`src/fir_bank_pkg.sv`:
```
`default_nettype none

package fir_bank_pkg;

  // ********************************************************
  // Filter geometry
  // ********************************************************
  localparam int NUM_TAPS   = 9;
  localparam int CENTER_TAP = 4;
  localparam int TAP_W      = 12;
  localparam int CENTER_W   = 18;
  localparam int REG_W      = 24;
  localparam int ADDR_W     = 12;
  localparam int TAP_BYTES  = 2;
  localparam int CTR_BYTES  = 3;
  localparam int GUARD_W    = 4;

  // ********************************************************
  // Register map, byte addresses, low byte first
  // ********************************************************
  localparam logic [ADDR_W-1:0] TAP_ADDR [0:NUM_TAPS-1] = '{
    12'h418, 12'h41a, 12'h41c, 12'h41e, 12'h420,
    12'h423, 12'h425, 12'h427, 12'h429
  };

  localparam logic [REG_W-1:0] TAP_RESET = 24'h00_0000;

  // ********************************************************
  // Carriers
  // ********************************************************
  typedef struct packed {
    logic              wr;
    logic              rd;
    logic [ADDR_W-1:0] addr;
    logic [7:0]        wdata;
  } reg_req_s;

endpackage

`default_nettype wire

```
`src/fir_tap_coeff_bank_a.sv`:
```
// What this block does
// Each tap weight is a signed two's-complement value in its register's low field.
// Fourth tap weight is the 12-bit field in bits 11 to 0.
// Centre register at 0x420 is 24 bits; weight 17:0, 23:18 reserved read/write.
// Fifth tap is the centre tap with 18-bit weight resolution.
// Register 0x423 holds sixth tap in 11:0; bits 15:12 reserved read/write.
// Register 0x425 holds seventh tap in 11:0; upper four bits reserved.
// Single-channel mode uses the same channel-A weights, tap for tap.
// Centre register clears to zero on reset, reserved bits included.
// Sixth tap register clears to zero on reset.
// Seventh tap register clears to zero on reset.
// Taps two to four are 12-bit signed, from 0x41A, reset to zero.
// Eighth tap is 12-bit signed in its own register, used in both modes.
// Output is sum of nine weight-sample products, current and eight preceding samples.
`default_nettype none

module fir_tap_coeff_bank_a #(
  parameter int SAMPLE_W = 8
) (
  input  wire logic                          clk,
  input  wire logic                          reset,
  input  wire fir_bank_pkg::reg_req_s        reg_req,
  output var  logic [7:0]                    rd_data,
  output var  logic                          rd_valid,
  input  wire logic                          single_channel_mode,
  input  wire logic                          in_valid,
  input  wire logic signed [SAMPLE_W-1:0]    in_sample,
  output var  logic                          out_valid,
  output var  logic                          out_single,
  output var  logic signed [SAMPLE_W+fir_bank_pkg::CENTER_W+fir_bank_pkg::GUARD_W-1:0] out_sample
);

  localparam int OUT_W = SAMPLE_W + fir_bank_pkg::CENTER_W + fir_bank_pkg::GUARD_W;
  localparam int NT    = fir_bank_pkg::NUM_TAPS;
  localparam int RW    = fir_bank_pkg::REG_W;

  // ********************************************************
  // Elaboration check
  // ********************************************************
  // The accumulator guard is sized for nine taps and modest sample widths
  if (SAMPLE_W < 2 || SAMPLE_W > 16)
  begin : g_bad_width
    $error("SAMPLE_W must lie between 2 and 16");
  end

  // The byte map and the weight extraction rely on the package geometry
  if (fir_bank_pkg::CENTER_TAP >= NT)
  begin : g_bad_center
    $error("CENTER_TAP must index one of the taps");
  end

  if (fir_bank_pkg::TAP_W > 8 * fir_bank_pkg::TAP_BYTES)
  begin : g_bad_tap_w
    $error("TAP_W must fit in the bytes of a tap register");
  end

  if (fir_bank_pkg::CENTER_W > 8 * fir_bank_pkg::CTR_BYTES)
  begin : g_bad_center_w
    $error("CENTER_W must fit in the bytes of the centre register");
  end

  // The output width is sized from the centre weight, so it must be the widest
  if (fir_bank_pkg::CENTER_W < fir_bank_pkg::TAP_W)
  begin : g_bad_center_narrow
    $error("CENTER_W must not be narrower than TAP_W");
  end

  if (RW != 8 * fir_bank_pkg::CTR_BYTES)
  begin : g_bad_reg_w
    $error("REG_W must equal the byte span of the centre register");
  end

  // Nine products need four bits of headroom above the widest one
  if ((1 << fir_bank_pkg::GUARD_W) < NT)
  begin : g_bad_guard
    $error("GUARD_W leaves too little headroom for the tap count");
  end

  // ********************************************************
  // Weight registers
  // ********************************************************
  logic [RW-1:0] tap_q [0:NT-1];
  logic [RW-1:0] tap_d [0:NT-1];
  logic [7:0]    rd_data_d;
  logic          rd_valid_d;

  // A wide weight is written a byte at a time, so the filter may briefly
  // see half old, half new; load weights while the stream is idle

  always_comb
  begin
    logic [7:0] rbyte;
    int         nbytes;
    rbyte = 8'h00;
    nbytes = 0;
    for (int i = 0; i < NT; i++)
    begin
      tap_d[i] = tap_q[i];
    end
    for (int i = 0; i < NT; i++)
    begin
      // centre spans three bytes
      nbytes = (i == fir_bank_pkg::CENTER_TAP) ? fir_bank_pkg::CTR_BYTES
                                               : fir_bank_pkg::TAP_BYTES;
      for (int k = 0; k < fir_bank_pkg::CTR_BYTES; k++)
      begin
        if (k < nbytes && reg_req.addr == fir_bank_pkg::TAP_ADDR[i] + 12'(k))
        begin
          // reserved bits stored
          if (reg_req.wr)
          begin
            tap_d[i][8*k +: 8] = reg_req.wdata;
          end
          rbyte = tap_q[i][8*k +: 8];
        end
      end
    end
    // Unmapped reads return zero
    // A read in the same cycle as a write returns the old byte
    // Zero outside reads lets several banks share one return bus
    rd_data_d = reg_req.rd ? rbyte : 8'h00;
    rd_valid_d = reg_req.rd;
  end

  always_ff @(posedge clk)
  begin
    if (reset)
    begin
      // clear all weights
      for (int i = 0; i < NT; i++)
      begin
        tap_q[i] <= fir_bank_pkg::TAP_RESET;
      end
      rd_data <= 8'h00;
      rd_valid <= 1'b0;
    end
    else
    begin
      for (int i = 0; i < NT; i++)
      begin
        tap_q[i] <= tap_d[i];
      end
      rd_data <= rd_data_d;
      rd_valid <= rd_valid_d;
    end
  end

  // ********************************************************
  // Filter datapath
  // ********************************************************
  logic signed [SAMPLE_W-1:0] hist_q [0:NT-2];
  logic signed [SAMPLE_W-1:0] hist_d [0:NT-2];
  logic signed [OUT_W-1:0]    acc_d;
  logic                       out_valid_d;
  logic                       out_single_d;
  logic signed [OUT_W-1:0]    out_sample_d;

  always_comb
  begin
    logic signed [OUT_W-1:0]    coef;
    logic signed [OUT_W-1:0]    smp;
    logic signed [SAMPLE_W-1:0] cur;
    coef = '0;
    smp = '0;
    cur = '0;
    acc_d = '0;
    // Full output width per product, so the nine-term sum cannot wrap
    // nine products in tap order
    for (int i = 0; i < NT; i++)
    begin
      cur = (i == 0) ? in_sample : hist_q[i-1];
      smp = OUT_W'(cur);
      // sign-extend each weight field
      if (i == fir_bank_pkg::CENTER_TAP)
      begin
        coef = OUT_W'(signed'(tap_q[i][fir_bank_pkg::CENTER_W-1:0]));
      end
      else
      begin
        // twelve-bit weights
        coef = OUT_W'(signed'(tap_q[i][fir_bank_pkg::TAP_W-1:0]));
      end
      acc_d = acc_d + OUT_W'(coef * smp);
    end
    for (int i = 0; i < NT - 1; i++)
    begin
      hist_d[i] = hist_q[i];
    end
    // History moves only on a sample strobe, so gaps in the stream are harmless
    if (in_valid)
    begin
      hist_d[0] = in_sample;
      for (int i = 1; i < NT - 1; i++)
      begin
        hist_d[i] = hist_q[i-1];
      end
    end
    out_valid_d = in_valid;
    out_sample_d = in_valid ? acc_d : out_sample;
    // mode only tags the output; weights are shared
    out_single_d = in_valid ? single_channel_mode : out_single;
  end

  always_ff @(posedge clk)
  begin
    if (reset)
    begin
      for (int i = 0; i < NT - 1; i++)
      begin
        hist_q[i] <= '0;
      end
      out_valid <= 1'b0;
      out_single <= 1'b0;
      out_sample <= '0;
    end
    else
    begin
      for (int i = 0; i < NT - 1; i++)
      begin
        hist_q[i] <= hist_d[i];
      end
      out_valid <= out_valid_d;
      out_single <= out_single_d;
      out_sample <= out_sample_d;
    end
  end

endmodule // fir_tap_coeff_bank_a

`default_nettype wire

```
`config.mk`:
```
export PLATFORM = sky130hd
export DESIGN_NAME = fir_tap_coeff_bank_a
export DESIGN_NICKNAME = d
export VERILOG_FILES = /design/src/fir_bank_pkg.sv /design/src/fir_tap_coeff_bank_a.sv
export SDC_FILE = /design/constraint.sdc
export NUM_CORES = 2
export LEC_CHECK = 0
export BUFFER_PORTS_ARGS = -buffer_cell sky130_fd_sc_hd__buf_2
export CORE_UTILIZATION = 50
export CTS_CLUSTER_DIAMETER = 100
export DETAILED_ROUTE_END_ITERATION = 10
export PLACE_DENSITY = 0.67
export SETUP_SLACK_MARGIN = 0.15
export SLEW_MARGIN = 20
export SYNTH_ARGS = -nofsm -noshare
export SYNTH_HDL_FRONTEND = slang
export SYNTH_SLANG_ARGS = --single-unit
```
`constraint.sdc`:
```
create_clock -name clk -period 12.7 [get_ports clk]
set_clock_uncertainty 0.05 [all_clocks]
set_input_delay 2.54 -clock clk [delete_from_list [all_inputs] [get_ports clk]]
set_output_delay 2.54 -clock clk [all_outputs]
set_load 0.02 [all_outputs]
```
# Yosys cells after proc, flatten, opt, wreduce, memory -nomap -nowiden
# Memories as Yosys holds them, arrays and structs flattened.
# Cells that the tools add are included.
# Widths: inputs -> output; s select.
# totals
inputBits	34
out_inout_bits	41
mem_bits_rw	280
wordCells	140
mem_count	2
reg_bits	41
# classes
reduce_logical	1
mul	9
bitwise_logic	18
muxes	78
add_sub_neg	8
eq_ne	19
# memory_table
memory	depth	word_bits	rd	rd_ports_with_merged_regs	write_ports	line	text
tap_q	9	24	9	0	9	fir_tap_coeff_bank_a.sv:82	logic [RW-1:0] tap_q [0:NT-1];
hist_q	8	8	8	0	8	fir_tap_coeff_bank_a.sv:151	logic signed [SAMPLE_W-1:0] hist_q [0:NT-2];
# op_table
operator	count
$mux 8	65
$eq 12x11->1 const B	19
$mux 24	9
$mul 12x8->20	8
$mux 64	1
$add 29x20->30	1
$add 30x20->30	1
$add 28x20->29	1
$add 27x20->28	1
$add 23x26->27	1
$mul 18x8->26	1
$add 22x20->23	1
$add 21x20->22	1
$add 20x20->21	1
$or 1x1->1	17
$mux 1	3
$reduce_or 2->1	1
$not 1->1	1

# Longest topological paths before layout
# logic_depth
word_depth	20
ltp_mapped	30
depth_no_buf	29

# Worst setup path after synthesis
# OpenSTA, ideal clock, no wires.
# synth_timing
path_kind	input -> register
start	input port in_sample[3]
end	register out_sample[28] (netlist bit)
path_buffers	2
slack_ns	2.399
path_stages	28
arrival_ns	10.108
setup_ns	0.143
required_time_ns	12.507
cell_sequence	clkbuf_1 nand2_1 inv_1 fa_1 inv_1 fa_1 fa_1 inv_1 fa_1 fa_1 inv_1 fa_1 inv_1 fa_1 fa_1 fa_1 inv_1 fa_1 inv_1 ha_1 clkbuf_1 and3_1 a31oi_1 o22ai_1 a211oi_1 o2bb2ai_1 xor2_1 a211oi_1
# synth_via
elab_chain_cells	9
# synth_rtl
element	line	text
start: declaration	fir_tap_coeff_bank_a.sv:27	input wire logic signed [SAMPLE_W-1:0] in_sample,
$mul 12x8->20	fir_tap_coeff_bank_a.sv:183	acc_d = acc_d + OUT_W'(coef * smp);
$add 20x20->21	fir_tap_coeff_bank_a.sv:183	
$add 21x20->22	fir_tap_coeff_bank_a.sv:183	
$add 22x20->23	fir_tap_coeff_bank_a.sv:183	
$add 23x26->27	fir_tap_coeff_bank_a.sv:183	
$add 27x20->28	fir_tap_coeff_bank_a.sv:183	
$add 28x20->29	fir_tap_coeff_bank_a.sv:183	
$add 29x20->30	fir_tap_coeff_bank_a.sv:183	
$add 30x20->30	fir_tap_coeff_bank_a.sv:183	
end signal: assignment	fir_tap_coeff_bank_a.sv:224	out_sample <= out_sample_d;
end: declaration	fir_tap_coeff_bank_a.sv:30	output var logic signed [SAMPLE_W+fir_bank_pkg::CENTER_W+fir_bank_pkg::GUARD_W-1:0] out_sample
# No other way between the ends.
# A chain may end at the register's enable or synchronous reset.

# Worst setup path after layout
# Ends and elaborated chain as after synthesis.

==> results.ini <==
[logic_synthesis]
synth_area_per_cell_um2=9.43
ys_top_cells_by_area=sky130_fd_sc_hd__fa_1 49%, sky130_fd_sc_hd__dfxtp_1 11%, sky130_fd_sc_hd__inv_1 9.7%
mappedNetlistNets=6460
netlist-cell-type-count=76
edff_count_synth=0
yosysWarningCount=0
async_flop_share_pct=0
synthesized_area_fraction_occupied_by_adder_cells_pct=54.5
dominant_combinational_cell_family_by_area_after_synthesis=adder cells
postSynthCellCount=5050
synth.mux.area_fraction_pct=3.89
post_synth_most_frequent_cells=1225 x sky130_fd_sc_hd__inv_1, 1163 x sky130_fd_sc_hd__fa_1, 561 x sky130_fd_sc_hd__nand2_1
synth_most_common_cell=sky130_fd_sc_hd__inv_1
yosys_register_bits=257
synth_top_area_share_pct=48.9
fraction_of_the_mapped_netlist_area_in_simple_logic_gates_pct=14.8
synth-xor-area-share_pct=0.607
yosys.area.top_type=sky130_fd_sc_hd__fa_1
synthesis.area_um2=47600
compound_gate_fraction_of_synth_area_pct=3.49
synthFlopType=sky130_fd_sc_hd__dfxtp_1
sequential_area_share_after_synthesis_pct=10.8

[cts]
cts_tree=yes
cts.sinks=257
post_cts_resize_count=0
cts_inserted_buffers=37
postCtsSetupRepairBufs=0
clkSlewWorstSetupHoldPaths_ns=0.06
clock_root_buffer=sky130_fd_sc_hd__clkbuf_16
cts-root-to-sink-buffers=3
htree_num_levels=2
clk_latency_ns=0.62
cts_hold_repair.buffers=0

[cells_and_area]
seq_cell_area_um2=5150
drive_gt1_share_pct=3.81
num-fill-cells=8580
nNetsFinal=6320
final_area_um2=49900
area_delta_synth_final_pct=4.87
utilization_pct=53.2
insertedDiodeCount=0
area_occupied_by_multi_input_gates_um2=36800

[sta]
post-route-min-period_ns=10.49
final.period_utilization_pct=82.6
final_hold_viol_count=0
worst_slew_pin_slew_ns=1.15
slew_headroom_pct=23.2
fmax_mhz=95.3
timing.setup.tns_ns=0
slew_viol_final=0
setup_violations=0
rsz0062_at_grt=false

[run_status]
outcome=completed

[min_path]
min-delay-path-class=flip-flop to flip-flop

[pwr]
power.density_cell_area_nw_per_um2=49.0
vdd.ir_drop.worst_uv=86.8
design_power_uw=2450
leakage_uw=0.0253

[global_routing]
globalRoute.totalOverflow=0
pin_count_of_the_biggest_net_entering_global_routing=89
grt_first_pass_wirelength_um=216000
antenna_found_initial=0
vias_in_the_first_global_route=35160
track_usage_pct=29.8

[setup_path]
critPathMostFrequentCell=sky130_fd_sc_hd__fa_1
startpoint_type=input port
cp_data_arrival_time_ns=10.86
worst_ep_required_time_ns=13.07
worst_path_max_delay_cell=sky130_fd_sc_hd__fa_1
critical_path_peak_fanout=13
crit_type=input port to flip-flop
timing.critical_path.to_type=flip-flop
critical_path.max_stage_delay_ns=0.75

[die]
fp.dieH_um=311
fp.dieArea_um2=96500
design.portCount=75
initial_utilization_pct=50.7
std_cell_rows=112
core-area_um2=93900
die_x_um=311

[drt]
detail_route.vias_per_cell=5.37
postRouteWirelength_um=137000
drt_iter0_drc=2715
detail_routed_net_length_per_standard_cell_um=22.2
vias=33262
drt-pass1-iter-count=5
detail-route-antenna-nets=0
drc=0

[placed_design]
gp_routability_congestion=0.953
placement.io_buffers=74
place_area_um2=48700
hpwl_reported_at_the_end_of_detailed_placement_um=112000

[flow_run]
cap_violations=0

-- per-stage QoR --
step,setup slack (ns),instances,hold WS [ns]
3_3_place_gp,1.67,6125,0.384
2_1_floorplan,2.40,5050,0.372
4_1_cts,2.15,6192,0.400
6_report,2.21,6192,0.400
3_5_place_dp,1.61,6125,0.391
5_1_grt,1.83,6192,0.415
-- report_power, final --
group	switching, µW	internal, µW	leakage, µW
combinational	315	174	0.0226
sequential	23.5	824	0.00208
clock	462	651	0.000609
-- cell families after synthesis --
group	Yosys count
fa+ha+maj	1376
compound gates	276
simple gates	1432
xor+xnor	33
buf+inv	1499
mux	177
flops	257
-- area by class of cell --
cell class / instances / area share (%)
well taps: 1254 / 3.14
repair buffers: 94 / 1.07
clock buffers: 49 / 2.11
clock inverters: 18 / 0.431
inverters: 1226 / 9.21
multi-input cells: 3294 / 73.7
flip-flops and latches: 257 / 10.3
-- registers in the layout (all words and copies together) (netlist names) --
register    count
hist_q         64
out_sample     30
out_single      1
out_valid       1
rd_data         8
rd_valid        1
tap_q         152
-- metal layers --
| layer | up-vias | GRT usage, % | share of wire, % |
|---|---|---|---|
| met5 | - | 0 | 0 |
| met4 | 0 | 12.4 | 4.9 |
| met3 | 243 | 4.93 | 8.2 |
| met2 | 1408 | 47.2 | 47 |
| met1 | 17260 | 40.7 | 40 |
| li1 | 14351 | - | - |
-- final timing paths --
path	startpoint	end	slack [ns]	depth (start not counted)
max	in_sample[3]	out_sample[28]$_SDFFE_PP0P_	2.21	27
min	tap_q[2][15]$_SDFFE_PP0P_	tap_q[2][15]$_SDFFE_PP0P_	0.40	2
max reg2reg	hist_q[3][7]$_SDFFE_PP0P_	out_sample[28]$_SDFFE_PP0P_	3.49	27
min reg2reg	tap_q[2][15]$_SDFFE_PP0P_	tap_q[2][15]$_SDFFE_PP0P_	0.40	2
-- critical path: cells and delay by family --
family / cells / cell delay, ns
xor+xnor: 1 / 0.17
compound gates: 5 / 0.94
fa+ha+maj: 11 / 5.97
buf+inv: 8 / 0.85
simple gates: 2 / 0.37
-- cells in the final DEF (no fill, tap or decap), drive strengths merged, types with 5 or more instances in the layout --
master,instances
mux4,6
a211oi,9
clkinv,9
nand4,5
o22ai,16
o21ai,43
fa,1163
a31oi,9
a21o,11
nor3b,5
a21oi,139
nor2b,62
nand2,561
xor2,11
and3,9
clkinvlp,5
ha,213
mux2,6
clkbuf,50
buf,93
mux2i,165
and2,453
dfxtp,257
inv,1227
a22oi,6
nand2b,61
xnor2,22
nor3,13
nand3,30
nor2,210
Note: power is estimated with default switching activity, not from simulation.
